--- config.mk ---
export PLATFORM = sky130hd
export DESIGN_NAME = bmp_backend_port
export DESIGN_NICKNAME = d
export VERILOG_FILES = /design/src/rtl/bmp_pkg.sv /design/src/rtl/bmp_sync2.sv /design/src/rtl/bmp_backend_port.sv
export SDC_FILE = /design/constraint.sdc
export NUM_CORES = 1
export LEC_CHECK = 0
export BUFFER_PORTS_ARGS = -buffer_cell sky130_fd_sc_hd__buf_2
export CAP_MARGIN = 20
export CORE_ASPECT_RATIO = 0.9
export CORE_MARGIN = 2
export CORE_UTILIZATION = 52
export DETAILED_ROUTE_END_ITERATION = 8
export PLACE_DENSITY = 0.94
export SLEW_MARGIN = 20
export SYNTH_ARGS = -nofsm -noshare
export SYNTH_HDL_FRONTEND = slang
export SYNTH_SLANG_ARGS = --single-unit
--- constraint.sdc ---
create_clock -name core_clk_i -period 5 [get_ports core_clk_i]
set_clock_uncertainty 0.1 [all_clocks]
set_input_delay 0.25 -clock core_clk_i [delete_from_list [all_inputs] [get_ports core_clk_i]]
set_output_delay 0.25 -clock core_clk_i [all_outputs]
set_load 0.005 [all_outputs]
--- src/rtl/bmp_pkg.sv ---
/*
 bmp_pkg: constants for the backend memory port.
 Assumes a single 40 MHz core clock.
*/
package bmp_pkg;

  localparam int unsigned CLK_MHZ         = 40;
  // permitted access time in ns, path disabled / enabled
  localparam int unsigned ACC_NS_SLOW     = 9790;
  localparam int unsigned ACC_NS_FAST     = 4790;
  // longest time rounds down
  localparam int unsigned ACC_CYC_SLOW    = (ACC_NS_SLOW * CLK_MHZ) / 1000;
  localparam int unsigned ACC_CYC_FAST    = (ACC_NS_FAST * CLK_MHZ) / 1000;
  localparam int unsigned TMR_W           = 16;
  localparam logic [15:0] ADDR_RST        = 16'h0000;
  localparam logic [15:0] DATA_RST        = 16'h0000;

  typedef enum logic [2:0] {
    BMP_IDLE,
    BMP_SETUP,
    BMP_STROBE,
    BMP_HOLD,
    BMP_FAIL
  } bmp_state_e;

endpackage : bmp_pkg

--- src/rtl/bmp_sync2.sv ---
/*
 bmp_sync2: two-flop synchroniser for a single level.
 Assumes the input is asynchronous to clk_i.
*/
`timescale 1ns/1ps
module bmp_sync2 #(
  parameter logic RST_VAL = 1'b1
) (
  // clock and reset
  input  wire logic clk_i,
  input  wire logic rst_i,
  // level
  input  wire logic d_i,
  output logic      q_o
);

  logic meta_q;

  always_ff @(posedge clk_i) begin
    if (rst_i) begin
      meta_q <= RST_VAL;
      q_o    <= RST_VAL;
    end else begin
      meta_q <= d_i;
      q_o    <= meta_q;
    end
  end

endmodule : bmp_sync2

--- src/rtl/bmp_backend_port.sv ---
/*
 bmp_backend_port: backend memory port of a bus controller. Performs
 16-bit read/write cycles in synchronous or asynchronous mode, with
 request/grant arbitration, wait stretching and an access timeout.
 Assumes grant and wait are synchronous to core_clk_i; strap inputs
 and the timeout clear are synchronised here.
*/
// Operation
// keep request low while further cycles must follow immediately.
// arbiter grants access when requested, active-low grant.
// grant is synchronous to core clock, may be tied low.
// upper strobe writes bits 15..8, lower writes bits 7..0.
// sync write on clock edge, strobe held while wait is low.
// sync read samples next edge, or the edge wait goes high.
// async strobe low at least one clock, stretched by wait.
// async write: address and data one clock before, one after.
// async read: address one clock before and one after strobe.
// async read data captured as read strobe returns high.
// chip select has the same timing as the address.
// wait is synchronous, low means stretch; may tie high.
// control drive enable only while requesting and granted.
// data drive enable while requesting, granted and writing.
// access time runs from request low until strobes high.
// path enabled gives the shorter permitted access time.
// timeout sets failure flag and halts further cycles.
// async select one picks async cycles, zero sync.
// failure flag cleared by host write to interrupt register.
// host accesses pass only while memory path enable is one.
// idle: request, select, enables inactive, strobes high.
`timescale 1ns/1ps
module bmp_backend_port
  import bmp_pkg::*;
#(
  parameter int unsigned AW         = 16,
  parameter int unsigned DW         = 16,
  parameter int unsigned TMO_SLOW   = ACC_CYC_SLOW,
  parameter int unsigned TMO_FAST   = ACC_CYC_FAST
) (
  // clock and reset
  input  wire logic          core_clk_i,
  input  wire logic          rst_i,
  // straps and control
  input  wire logic          async_backend_select_i,
  input  wire logic          host_memory_path_enable_i,
  input  wire logic          fail_clear_i,
  // controller request side
  input  wire logic          bc_req_i,
  input  wire logic          bc_write_i,
  input  wire logic [1:0]    bc_byte_en_i,
  input  wire logic [AW-1:0] bc_addr_i,
  input  wire logic [DW-1:0] bc_wdata_i,
  input  wire logic          bc_more_i,
  output logic               bc_ready_o,
  output logic               bc_done_o,
  output logic [DW-1:0]      bc_rdata_o,
  // host request side
  input  wire logic          host_req_i,
  input  wire logic          host_write_i,
  input  wire logic [1:0]    host_byte_en_i,
  input  wire logic [AW-1:0] host_addr_i,
  input  wire logic [DW-1:0] host_wdata_i,
  output logic               host_ready_o,
  output logic               host_done_o,
  output logic [DW-1:0]      host_rdata_o,
  // memory side
  output logic               memory_request_low_o,
  input  wire logic          bus_grant_low_i,
  output logic [1:0]         byte_write_strobes_low_o,
  output logic               read_strobe_low_o,
  output logic               ram_select_low_o,
  input  wire logic          hold_off_low_i,
  output logic [AW-1:0]      backend_address_o,
  output logic [DW-1:0]      write_word_out_o,
  input  wire logic [DW-1:0] read_word_in_i,
  output logic               control_drive_enable_o,
  output logic               data_drive_enable_o,
  output logic               access_timeout_flag_o
);

  ////////////////////////////////////////////////////////////////////////
  // strap and clear synchronisers

  logic async_s;
  logic path_en_s;
  logic clr_s;
  logic clr_d1_q;

  bmp_sync2 #(.RST_VAL(1'b0)) u_sync_async (
    .clk_i (core_clk_i),
    .rst_i (rst_i),
    .d_i   (async_backend_select_i),
    .q_o   (async_s)
  );

  bmp_sync2 #(.RST_VAL(1'b0)) u_sync_path (
    .clk_i (core_clk_i),
    .rst_i (rst_i),
    .d_i   (host_memory_path_enable_i),
    .q_o   (path_en_s)
  );

  bmp_sync2 #(.RST_VAL(1'b0)) u_sync_clr (
    .clk_i (core_clk_i),
    .rst_i (rst_i),
    .d_i   (fail_clear_i),
    .q_o   (clr_s)
  );

  always_ff @(posedge core_clk_i) begin
    if (rst_i) begin
      clr_d1_q <= 1'b0;
    end else begin
      clr_d1_q <= clr_s;
    end
  end

  ////////////////////////////////////////////////////////////////////////
  // state and cycle registers

  bmp_state_e          state_q;
  logic                mode_async_q;
  logic                write_q;
  logic                host_q;
  logic [1:0]          be_q;
  logic [AW-1:0]       addr_q;
  logic [DW-1:0]       wdata_q;
  logic                req_low_q;
  logic                fail_q;
  logic [TMR_W-1:0]    tmr_q;
  logic [TMR_W-1:0]    tmo_lim;
  logic                granted;
  logic                hold_off;
  logic                host_ok;
  logic                take;
  logic                pick_host;
  logic                strobe_end;
  logic                timeout;

  assign granted   = ~bus_grant_low_i;
  assign hold_off  = ~hold_off_low_i;
  assign host_ok   = host_req_i & path_en_s;
  // host access yields to the controller; controller has priority
  assign pick_host = host_ok & ~bc_req_i;
  // a cycle is taken only once the request has been seen low: a grant
  // left over from the previous cycle must not start a new one
  assign take      = (state_q == BMP_IDLE) & ~timeout & ~fail_q & granted &
                     req_low_q & (bc_req_i | host_ok);
  // last strobe cycle: wait released
  assign strobe_end = (state_q == BMP_STROBE) & ~hold_off;
  assign tmo_lim   = path_en_s ? TMR_W'(TMO_FAST) : TMR_W'(TMO_SLOW);
  assign timeout   = req_low_q & (tmr_q >= tmo_lim);

  // next cycle for the controller may chain straight on
  logic chain;
  assign chain = bc_more_i & bc_req_i & ~fail_q;

  always_ff @(posedge core_clk_i) begin
    if (rst_i) begin
      state_q <= BMP_IDLE;
    end else if (timeout) begin
      state_q <= BMP_FAIL;
    end else begin
      case (state_q)
        BMP_IDLE: begin
          if (take) begin
            state_q <= async_s ? BMP_SETUP : BMP_STROBE;
          end
        end
        BMP_SETUP: begin
          state_q <= BMP_STROBE;
        end
        BMP_STROBE: begin
          if (!hold_off) begin
            state_q <= mode_async_q ? BMP_HOLD : BMP_IDLE;
          end
        end
        BMP_HOLD: begin
          state_q <= BMP_IDLE;
        end
        BMP_FAIL: begin
          if (clr_s & ~clr_d1_q) begin
            state_q <= BMP_IDLE;
          end
        end
        default: begin
          state_q <= BMP_IDLE;
        end
      endcase
    end
  end

  ////////////////////////////////////////////////////////////////////////
  // request, latched cycle and timeout

  always_ff @(posedge core_clk_i) begin
    if (rst_i) begin
      req_low_q <= 1'b0;
    end else if (timeout | fail_q) begin
      // release the arbiter at once; nothing more runs until the clear
      req_low_q <= 1'b0;
    end else if (state_q == BMP_IDLE) begin
      req_low_q <= bc_req_i | host_ok;
    end else if ((strobe_end & ~mode_async_q) | (state_q == BMP_HOLD)) begin
      req_low_q <= chain;
    end
  end

  always_ff @(posedge core_clk_i) begin
    if (rst_i) begin
      mode_async_q <= 1'b0;
      write_q      <= 1'b0;
      host_q       <= 1'b0;
      be_q         <= 2'b00;
      addr_q       <= ADDR_RST;
      wdata_q      <= DATA_RST;
    end else if (take) begin
      mode_async_q <= async_s;
      host_q       <= pick_host;
      write_q      <= pick_host ? host_write_i : bc_write_i;
      be_q         <= pick_host ? host_byte_en_i : bc_byte_en_i;
      addr_q       <= pick_host ? host_addr_i : bc_addr_i;
      wdata_q      <= pick_host ? host_wdata_i : bc_wdata_i;
    end
  end

  // measured from request low; cleared once both strobes are back high
  always_ff @(posedge core_clk_i) begin
    if (rst_i) begin
      tmr_q <= '0;
    end else if (!req_low_q || (state_q == BMP_HOLD) ||
                 (strobe_end & ~mode_async_q)) begin
      tmr_q <= '0;
    end else if (tmr_q != '1) begin
      tmr_q <= tmr_q + TMR_W'(1);
    end
  end

  always_ff @(posedge core_clk_i) begin
    if (rst_i) begin
      fail_q <= 1'b0;
    end else if (timeout) begin
      // set wins over a clear landing in the same cycle
      fail_q <= 1'b1;
    end else if (clr_s & ~clr_d1_q) begin
      fail_q <= 1'b0;
    end
  end

  ////////////////////////////////////////////////////////////////////////
  // read capture

  logic capture;
  // sync: edge where wait is high; async: edge that raises the strobe
  assign capture = strobe_end & ~write_q;

  always_ff @(posedge core_clk_i) begin
    if (rst_i) begin
      bc_done_o   <= 1'b0;
      host_done_o <= 1'b0;
    end else begin
      bc_done_o   <= strobe_end & ~host_q;
      host_done_o <= strobe_end & host_q;
    end
  end

  // read data stands until the next read of the same requester
  always_ff @(posedge core_clk_i) begin
    if (rst_i) begin
      bc_rdata_o   <= DATA_RST;
      host_rdata_o <= DATA_RST;
    end else begin
      if (capture & ~host_q) begin
        bc_rdata_o <= read_word_in_i;
      end
      if (capture & host_q) begin
        host_rdata_o <= read_word_in_i;
      end
    end
  end

  assign bc_ready_o   = take & ~pick_host;
  assign host_ready_o = take & pick_host;

  ////////////////////////////////////////////////////////////////////////
  // memory pins

  logic in_cycle;
  logic in_strobe;
  assign in_cycle  = (state_q == BMP_SETUP) | (state_q == BMP_STROBE) |
                     (state_q == BMP_HOLD);
  assign in_strobe = (state_q == BMP_STROBE);

  assign memory_request_low_o     = ~req_low_q;
  assign ram_select_low_o         = ~in_cycle;
  assign backend_address_o        = addr_q;
  assign write_word_out_o         = wdata_q;
  assign byte_write_strobes_low_o = ~({2{in_strobe & write_q}} & be_q);
  assign read_strobe_low_o        = ~(in_strobe & ~write_q);
  assign control_drive_enable_o   = req_low_q & granted & in_cycle;
  assign data_drive_enable_o      = req_low_q & granted & in_cycle &
                                    write_q;
  assign access_timeout_flag_o    = fail_q;

endmodule : bmp_backend_port

==> qor.csv, run 1 <==
stage,metric,value,unit
power_and_ir_drop,intPower,0.00106,W
drt,vias,4064,
timing,period_needed,3210,ps
synthesis,synth_top_cell_by_area,dfxtp_1,
synthesis,synth.area.top_cells,"dfxtp_1, mux2_2, mux2i_1, nand2_1, a21oi_1",
floorplan,die_y,90.5,microns
floorplan,die_w,100,microns
timing,tightest_slew,1090,ps
outcome,status,finished clean,
power_and_ir_drop,ir_drop,0.134,mV
drt,dr.pass1.iters,5,
run,maxCapViolCount,0,
floorplan,io_pins,172,
critical_path,max_stage_delay,550,ps
clock_network,cts_inserted_buffers,9,
worst_hold_path,holdCritStartpoint,async_backend_select_i,
global_routing,grt-ovfl-total,0,
placed_design,place_area,0.00520,sq mm
timing,setup_tns,0,ps
synthesis,synth-edff-count,0,
cells_and_area,syn2layout_area_growth,24.9,%
floorplan,core_area,0.00807,sq mm
clock_network,worstSkewPairLatency,360,ps
critical_path,worstPathRequired,4650,ps
power_and_ir_drop,p_clk_share,33.9,%
synthesis,synthCells,480,
timing,slew_headroom,27.3,%
floorplan,start_util,53.5,%
timing,maxClockFrequency,312,MHz
cells_and_area,drive_gt1_share,35.9,%
critical_path,cp_num_buf_inv,3,
power_and_ir_drop,seq_power_share,56.8,%
clock_network,cts_resized,0,
floorplan,rows,31,
floorplan,die_area,0.00905,sq mm
cells_and_area,fin_area,0.00539,sq mm
critical_path,startpoint,u_sync_path.q_o,
drt,drt_iter0_drc,175,
clock_network,root_buffer,clkbuf_8,
critical_path,cp_data_arrival_time,2860,ps
global_routing,grt_max_degree,51,
drt,drt-wirelength-per-cell,14.8,microns
global_routing,antenna_found_initial,0,
synthesis,avgSynthCellArea,9.00,sq um
synthesis,ys_async_sr_fraction,0,%
critical_path,cp-start-kind,flop,
placed_design,dpl.hpwl,7.89,mm
power_and_ir_drop,power_frac_comb,9.2,%
timing,finalHoldViolations,0,
placed_design,dp.cells,725,
global_routing,track_usage,24.5,%
cells_and_area,stdcell_count,742,
power_and_ir_drop,powerDensity,265,mW/mm^2
clock_network,h-tree-depth,3,
global_routing,grt_pass1_vias,3998,
critical_path,crit_chain,inv_1 -> ha_1 -> a211oi_1 -> o211ai_1 -> nor4bb_4 -> buf_4 -> and2_1 -> buf_2,
power_and_ir_drop,power_switching,0.000365,W
critical_path,critPathMaxFanout,39,
clock_network,postCtsSetupRepairBufs,0,
timing,finalSetupViolCount,0,
synthesis,netlist_area,0.00432,sq mm
placed_design,io_buffers,171,
timing,min_period_over_period,64.1,%
clock_network,cts.sinks,99,
critical_path,cpMaxStageDelayCell,buf_4,
synthesis,mappedNetlistNets,581,
power_and_ir_drop,power_leakage,2.31,nW
synthesis,synth_top_area_share,45.9,%
synthesis,yosysSeqAreaShare,45.9,%
critical_path,crit_family,buffers and inverters,
synthesis,yosys_warnings,0,
timing,maxSlewViolCount,0,
timing,rsz0062_at_grt,no,
clock_network,clk_pin_slew,100,ps
worst_hold_path,hold_class,input pin to flop,
critical_path,path_class,flop to primary output,
clock_network,cts_tree,yes,
drt,ant_nets,0,
cells_and_area,antenna_cells,0,
drt,wirelength,11.0,mm
power_and_ir_drop,p_sw_share,25.6,%
synthesis,ys_types,39,
critical_path,end_kind,primary output,
cells_and_area,layout.nets,739,
drt,drc,0,
drt,viasPerCell,5.48,
synthesis,synth_ff_type,dfxtp_1,
placed_design,place_congestion,0.876,
clock_network,clockBufferDepth,2,
critical_path,reg2reg_from,u_sync_path.q_o,
synthesis,synth_seq_cells,99,
global_routing,grt_pass1_wl,18.0,mm
[metal layers]
metal	global-route usage, %	vias to the layer above	part of all wire [%]
li1	-	1972	-
met1	29.9	1873	41
met2	41.3	184	50
met3	4.80	35	6.9
met4	11.4	0	3.0
met5	0	-	0
[layout make-up]
type / instances / area (sq um)
clock inverters: 6 / 55.1
inverters: 8 / 30.0
repair buffers: 175 / 888
flip-flops and latches: 99 / 1980
fillers: 606 / 2670
well taps: 99 / 124
clock buffers: 10 / 128
multi-input cells: 345 / 2190
[power groups by stage]
stage / registers, W / logic [W] / clock network (W)
floorplan: 0.000829 / 0.0000707 / 0
global placement: 0.000829 / 0.000125 / 0
detailed placement: 0.000830 / 0.000131 / 0
CTS: 0.000812 / 0.000133 / 0.000488
global route: 0.000814 / 0.000145 / 0.000522
finish: 0.000812 / 0.000132 / 0.000485
[registers in the layout, summed over array words and instances (netlist names)]
register	count
state_q	3
host_done_o	1
u_sync_clr.meta_q	1
backend_address_o	16
u_sync_async.q_o	1
be_q	2
write_word_out_o	16
u_sync_path.meta_q	1
bc_done_o	1
u_sync_async.meta_q	1
bc_rdata_o	16
write_q	1
u_sync_path.q_o	1
req_low_q	1
clr_d1_q	1
access_timeout_flag_o	1
host_rdata_o	16
mode_async_q	1
u_sync_clr.q_o	1
tmr_q	16
host_q	1
[cells in the mapped netlist (5+ instances only)]
cell type  instances
mux2i_1           39
inv_1              8
nor2_1            55
dfxtp_1           99
a21oi_1           43
nand2_1           76
nand3_1           14
mux2_2            35
o21ai_0           11
xor2_1             6
nor2b_1            7
clkbuf_1          21
ha_1               5
nor3_1             5
[final timing paths]
kind	to	slack (ps)	cells after the start
max	bc_ready_o	1790	8
min	u_sync_async.meta_q	5	2
max reg2reg	write_word_out_o[15]	2160	8
min reg2reg	u_sync_async.q_o	350	1
[through the flow]
stage / util (%) / hold WS [ps] / setup slack [ps] / power, W
floorplan: - / 278 / 2690 / 0.000899
global placement: 64.5 / 319 / 2260 / 0.000954
detailed placement: 64.5 / 324 / 2180 / 0.000961
CTS: 66.9 / 1.86 / 1790 / 0.00143
global route: 66.9 / 9.56 / 1600 / 0.00148
finish: 66.9 / 4.67 / 1790 / 0.00143
[what timing repair did]
action,4_1_cts,5_1_grt
endpoints found under the hold margin,1,0
hold buffers,1,0
endpoints found under the setup margin,0,0
[kinds of logic (layout without fill, tap and decap cells)]
kind of cell    after synthesis  in the layout  synth area share [%]
simple gates                190            190                  20.2
flops                        99             99                  45.9
mux                          74             74                  18.2
compound gates               69             69                  9.04
buf+inv                      36            199                  3.82
xor+xnor                      7              7                  1.42
fa+ha+maj                     5              5                  1.45
[cells in the final DEF (no fill, tap or decap), types with 4 or more instances in the layout]
| cell type | instances |
|---|---|
| nor2b_1 | 7 |
| inv_1 | 8 |
| nand3_1 | 14 |
| buf_2 | 171 |
| dfxtp_1 | 99 |
| nor2_1 | 55 |
| a31oi_1 | 4 |
| a21oi_1 | 43 |
| nand2b_1 | 4 |
| nor4_1 | 4 |
| ha_1 | 5 |
| clkbuf_8 | 9 |
| a211oi_1 | 4 |
| and3_1 | 4 |
| or3_1 | 4 |
| nand2_1 | 76 |
| o21ai_0 | 11 |
| xor2_1 | 6 |
| mux2_2 | 35 |
| nor3_1 | 5 |
| mux2i_1 | 39 |
No activity file was read; power rests on OpenSTA's default activity.
==> run 2, diff against run 1 <==
--- a/config.mk
+++ b/config.mk
@@ -9,9 +9,9 @@
 export CAP_MARGIN = 20
 export CORE_ASPECT_RATIO = 0.9
 export CORE_MARGIN = 2
-export CORE_UTILIZATION = 52
+export CORE_UTILIZATION = 48
 export DETAILED_ROUTE_END_ITERATION = 8
-export PLACE_DENSITY = 0.94
+export PLACE_DENSITY = 0.88
 export SLEW_MARGIN = 20
 export SYNTH_ARGS = -nofsm -noshare
 export SYNTH_HDL_FRONTEND = slang
==> constraint.sdc (replaced) <==
create_clock -name core_clk_i -period 3.2 [get_ports core_clk_i]
set_clock_uncertainty 0.1 [all_clocks]
set_input_delay 0.16 -clock core_clk_i [delete_from_list [all_inputs] [get_ports core_clk_i]]
set_output_delay 0.16 -clock core_clk_i [all_outputs]
set_load 0.005 [all_outputs]
==> run 2 against run 1 <==
Final cell count is 5.4% higher. Via count up 1.5%. Critical endpoint unchanged. Largest power group unchanged. Cell area up 4.6%. Sequential share of layout area fell by 1.6 points. Clock power grew 59%. Die area grew 8.0%. Clock-buffer cell count fell by 1.
==> qor.csv, run 2 (synthesized netlist as in run 1, its figures left out) <==
stage,metric,value,unit
global_routing,antenna_found_initial,0,
cells_and_area,syn2layout_area_growth,30.6,%
cells_and_area,stdcell_count,782,
drt,drc,0,
floorplan,rows,32,
cells_and_area,drive_gt1_share,35.1,%
timing,min_period_over_period,92.1,%
global_routing,track_usage,23.3,%
drt,drt_iter0_drc,221,
placed_design,dpl_worst_slack,633,ps
timing,tightest_slew,689,ps
cells_and_area,final_cell_mix,"buf_2, dfxtp_1, nand2_1",
timing,slew_headroom,54.1,%
power_and_ir_drop,power_leakage,2.40,nW
floorplan,start_util,49.9,%
drt,drt-wirelength-per-cell,14.5,microns
placed_design,dp.cells,746,
cells_and_area,nFillCells,699,
run,maxCapViolCount,0,
critical_path,critPathMaxFanout,39,
drt,wirelength,11.3,mm
timing,fin_ws,251,ps
power_and_ir_drop,seq_power_share,56.0,%
placed_design,place_congestion,0.851,
critical_path,cp-start-kind,flop,
timing,maxClockFrequency,339,MHz
placed_design,place_area,0.00525,sq mm
cells_and_area,fin_area,0.00564,sq mm
timing,whs,60.3,ps
clock_network,cts_inserted_buffers,9,
floorplan,core_area,0.00865,sq mm
cells_and_area,mostFrequentLayoutCell,buf_2,
clock_network,cts_resized,0,
power_and_ir_drop,ir_drop,0.280,mV
power_and_ir_drop,p_sw_share,25.7,%
clock_network,h-tree-depth,3,
clock_network,clockBufferDepth,2,
critical_path,cp_data_arrival_time,2690,ps
timing,rsz0062_at_grt,no,
clock_network,clk_pin_slew,100,ps
timing,finalHoldViolations,0,
timing,maxSlewViolCount,0,
timing,period_needed,2950,ps
floorplan,die_y,94.0,microns
critical_path,end_kind,primary output,
drt,vias,4123,
critical_path,path_class,flop to primary output,
floorplan,io_pins,172,
drt,viasPerCell,5.27,
global_routing,grt_pass1_vias,4123,
power_and_ir_drop,intPower,0.00168,W
global_routing,grt-ovfl-total,0,
timing,finalSetupViolCount,0,
power_and_ir_drop,powerDensity,402,mW/mm^2
outcome,status,finished clean,
floorplan,die_w,104,microns
critical_path,worstPathRequired,2940,ps
cells_and_area,layout.nets,759,
global_routing,grt_max_degree,44,
power_and_ir_drop,power_frac_comb,10.1,%
placed_design,dpl.hpwl,7.88,mm
worst_hold_path,hold_class,input pin to flop,
power_and_ir_drop,power_switching,0.000582,W
timing,setup_tns,0,ps
clock_network,cts.sinks,99,
drt,dr.pass1.iters,5,
clock_network,root_buffer,clkbuf_8,
cells_and_area,antenna_cells,0,
drt,ant_nets,0,
power_and_ir_drop,p_clk_share,34.0,%
clock_network,cts_tree,yes,
global_routing,grt_pass1_wl,18.6,mm
placed_design,io_buffers,171,
floorplan,die_area,0.00977,sq mm
clock_network,worstSkewPairLatency,360,ps
-- run 2: cell types whose count changed in the layout (fill, tap and decap cells not counted) --
| cell | previous run | this run |
|---|---|---|
| buf_12 | 0 | 1 |
| clkbuf_1 | 1 | 0 |
| clkinv_4 | 3 | 1 |
| clkinv_8 | 0 | 1 |
| clkinvlp_4 | 0 | 1 |
| dlygate4sd3_1 | 1 | 20 |
| inv_6 | 2 | 3 |
-- run 2: layout make-up --
type / instances / area, sq um / area share (%)
Multi-Input combinational cell: 345 / 2190 / 38.8
Sequential cell: 99 / 1980 / 35.1
Timing Repair Buffer: 195 / 1100 / 19.5
Tap cell: 119 / 149 / 2.64
Clock buffer: 9 / 124 / 2.20
Clock inverter: 7 / 70.1 / 1.24
Inverter: 8 / 30.0 / 0.532
-- run 2: worst paths after layout --
check,slack (ps),startpoint,cells after the start,end
worst min-delay path,60,bc_wdata_i[14],4,write_word_out_o[14]
worst max-delay path,250,u_sync_path.q_o,8,bc_ready_o
worst min register to register,350,u_sync_async.meta_q,1,u_sync_async.q_o
worst max register to register,650,u_sync_path.q_o,8,be_q[1]
-- run 2: power groups by stage --
stage	Sequential [W]	Clock, W	Combinational (W)
4_1_cts	0.00127	0.000789	0.000226
2_1_floorplan	0.00129	0	0.000110
5_1_grt	0.00127	0.000835	0.000250
6_report	0.00127	0.000769	0.000228
3_3_place_gp	0.00130	0	0.000198
3_5_place_dp	0.00130	0	0.000206
-- run 2: timing repair --
item,CTS,global route
hold buffers,20,0
endpoints found under the hold margin,36,0
setup buffers,0,0
-- run 2: per-stage QoR --
stage	power (W)	util [%]
floorplan	0.00141	-
global placement	0.00149	60.7
detailed placement	0.00150	60.7
CTS	0.00228	65.2
global route	0.00236	65.2
finish	0.00227	65.2
-- run 2: worst max-delay path: stages (launching register included) --
cell      delay [ps]
dfxtp_1          410
inv_1            110
ha_1             320
a211oi_1         240
o211ai_1         200
nor4bb_4         400
buf_12           320
and2_1           200
buf_2            130
-- run 2: layer usage --
metal | global-route usage [%] | vias to the layer above | routed length [microns]
li1 | - | 2014 | -
met1 | 26.4 | 1884 | 4400
met2 | 42.0 | 196 | 5820
met3 | 5.62 | 29 | 840
met4 | 10.1 | 0 | 288
met5 | 0 | - | 0
==> run 3, diff against run 2 <==
--- a/config.mk
+++ b/config.mk
@@ -6,11 +6,11 @@
 export NUM_CORES = 1
 export LEC_CHECK = 0
 export BUFFER_PORTS_ARGS = -buffer_cell sky130_fd_sc_hd__buf_2
-export CAP_MARGIN = 20
 export CORE_ASPECT_RATIO = 0.9
 export CORE_MARGIN = 2
 export CORE_UTILIZATION = 48
 export DETAILED_ROUTE_END_ITERATION = 8
+export GPL_TIMING_DRIVEN = 0
 export PLACE_DENSITY = 0.88
 export SLEW_MARGIN = 20
 export SYNTH_ARGS = -nofsm -noshare
==> run 3 against run 2 <==
Sequential share of layout area down 0.42 points. Utilization up 0.84 points. Non-clock buffer count up 23. Critical path depth up 2. Via count up 4.3%. Fmax up 0.20%. Critical path type unchanged. Critical endpoint is now host_ready_o.
==> qor.csv, run 3 (synthesized netlist as in run 1, its figures left out) <==
stage,metric,value,unit
clock_network,h-tree-depth,3,
timing,finalSetupViolCount,0,
floorplan,die_w,104,microns
floorplan,die_area,0.00977,sq mm
drt,drt-wirelength-per-cell,15.4,microns
timing,slew_headroom,53.9,%
timing,tightest_slew,691,ps
critical_path,critPathMaxFanout,10,
floorplan,die_y,94.0,microns
timing,min_period_over_period,92.0,%
global_routing,grt_pass1_vias,4350,
power_and_ir_drop,powerDensity,399,mW/mm^2
power_and_ir_drop,finalPower,0.00228,W
critical_path,crit_family,buffers and inverters,
critical_path,crit_chain,inv_1 -> ha_1 -> a211oi_1 -> o211ai_1 -> nor4bb_1 -> buf_2 -> buf_6 -> buf_8 -> and2_1 -> buf_2,
critical_path,cp-start-kind,flop,
global_routing,track_usage,25.4,%
drt,ant_nets,0,
timing,maxClockFrequency,340,MHz
placed_design,dpl_worst_slack,603,ps
clock_network,cts_inserted_buffers,9,
clock_network,cts.sinks,99,
global_routing,grt-ovfl-total,0,
floorplan,rows,32,
cells_and_area,final_cell_mix,"buf_2, dfxtp_1, nand2_1",
cells_and_area,syn2layout_area_growth,32.3,%
timing,finalHoldViolations,0,
power_and_ir_drop,power_leakage,2.44,nW
clock_network,clk_pin_slew,110,ps
drt,viasPerCell,5.34,
global_routing,grt_max_degree,19,
floorplan,start_util,49.9,%
critical_path,worstPathRequired,2940,ps
timing,fin_ws,257,ps
critical_path,end_kind,primary output,
placed_design,dpl.hpwl,8.87,mm
outcome,status,finished clean,
drt,dr.pass1.iters,5,
timing,period_needed,2940,ps
drt,drt_iter0_drc,279,
critical_path,cpMaxStageDelayCell,dfxtp_2,
cells_and_area,finish.utilization,66.1,%
clock_network,clockBufferDepth,2,
critical_path,cp_num_buf_inv,5,
drt,wirelength,12.4,mm
clock_network,root_buffer,clkbuf_8,
run,maxCapViolCount,0,
global_routing,grt_pass1_wl,20.0,mm
placed_design,place_congestion,0.903,
clock_network,cts_tree,yes,
timing,rsz0062_at_grt,no,
critical_path,path_common_cell,buf_2,
cells_and_area,drive_gt1_share,34.3,%
placed_design,io_buffers,170,
critical_path,cp_data_arrival_time,2680,ps
drt,drc,0,
timing,maxSlewViolCount,0,
timing,setup_tns,0,ps
cells_and_area,antenna_cells,0,
worst_hold_path,hold_class,input pin to flop,
drt,vias,4301,
floorplan,io_pins,172,
power_and_ir_drop,ir_drop,0.227,mV
floorplan,core_area,0.00865,sq mm
critical_path,max_stage_delay,390,ps
cells_and_area,layout.nets,782,
cells_and_area,mostFrequentLayoutCell,buf_2,
global_routing,antenna_found_initial,0,
clock_network,worstSkewPairLatency,350,ps
critical_path,path_class,flop to primary output,
[run 3: per-layer routing]
layer | GRT usage (%) | up-vias | share of wire, %
li1 | - | 2045 | -
met2 | 45.8 | 216 | 52
met3 | 6.45 | 55 | 5.8
met4 | 11.7 | 0 | 3.6
met1 | 28.3 | 1985 | 39
met5 | 0 | - | 0
[run 3: per-stage QoR]
stage / hold WS [ps] / cell area (sq um) / std cells
finish: 58.3 / 5710 / 805
CTS: 3.44 / 5700 / 804
detailed placement: 279 / 5320 / 769
global placement: 272 / 5320 / 769
global route: 62.9 / 5710 / 805
floorplan: 188 / 4320 / 480
[run 3: worst paths after layout]
path | start | to | slack (ps) | cells past startpoint
worst max register to register | u_sync_path.q_o | host_q | 640 | 10
worst max-delay path | u_sync_path.q_o | host_ready_o | 260 | 10
worst min-delay path | bc_write_i | write_q | 60 | 4
worst min register to register | u_sync_path.meta_q | u_sync_path.q_o | 350 | 1
[run 3: where the power goes]
| group | total (W) | leakage, nW | internal, W | switching [W] |
|---|---|---|---|---|
| Combinational | 0.000239 | 1.54 | 0.000128 | 0.000110 |
| Sequential | 0.00127 | 0.801 | 0.00125 | 0.0000137 |
| Clock | 0.000771 | 0.0994 | 0.000320 | 0.000451 |
[run 3: area by class of cell]
cell class                      instances  area (sq um)
Inverter                                8          30.0
Buffer                                 28           135
Sequential cell                        99          1980
Multi-Input combinational cell        345          2170
Timing Repair Buffer                  190          1050
Fill cell                             699          2940
Clock buffer                           10           138
Tap cell                              119           149
Clock inverter                          6          55.1
[run 3: worst reg2reg max path, stage by stage (launching register included)]
cell and delay, ps:
dfxtp_2 390, inv_1 90, ha_1 310, a211oi_1 230
o211ai_1 160, nor4bb_1 300, buf_2 200, buf_6 190
buf_8 180, mux2i_1 220, nor2_1 60
[run 3: what timing repair did]
action,in CTS,in global routing
setup buffers,0,0
endpoints found under the setup margin,0,1
hold buffers,19,1
hold endpoints to repair,35,1
gates resized for setup,0,1
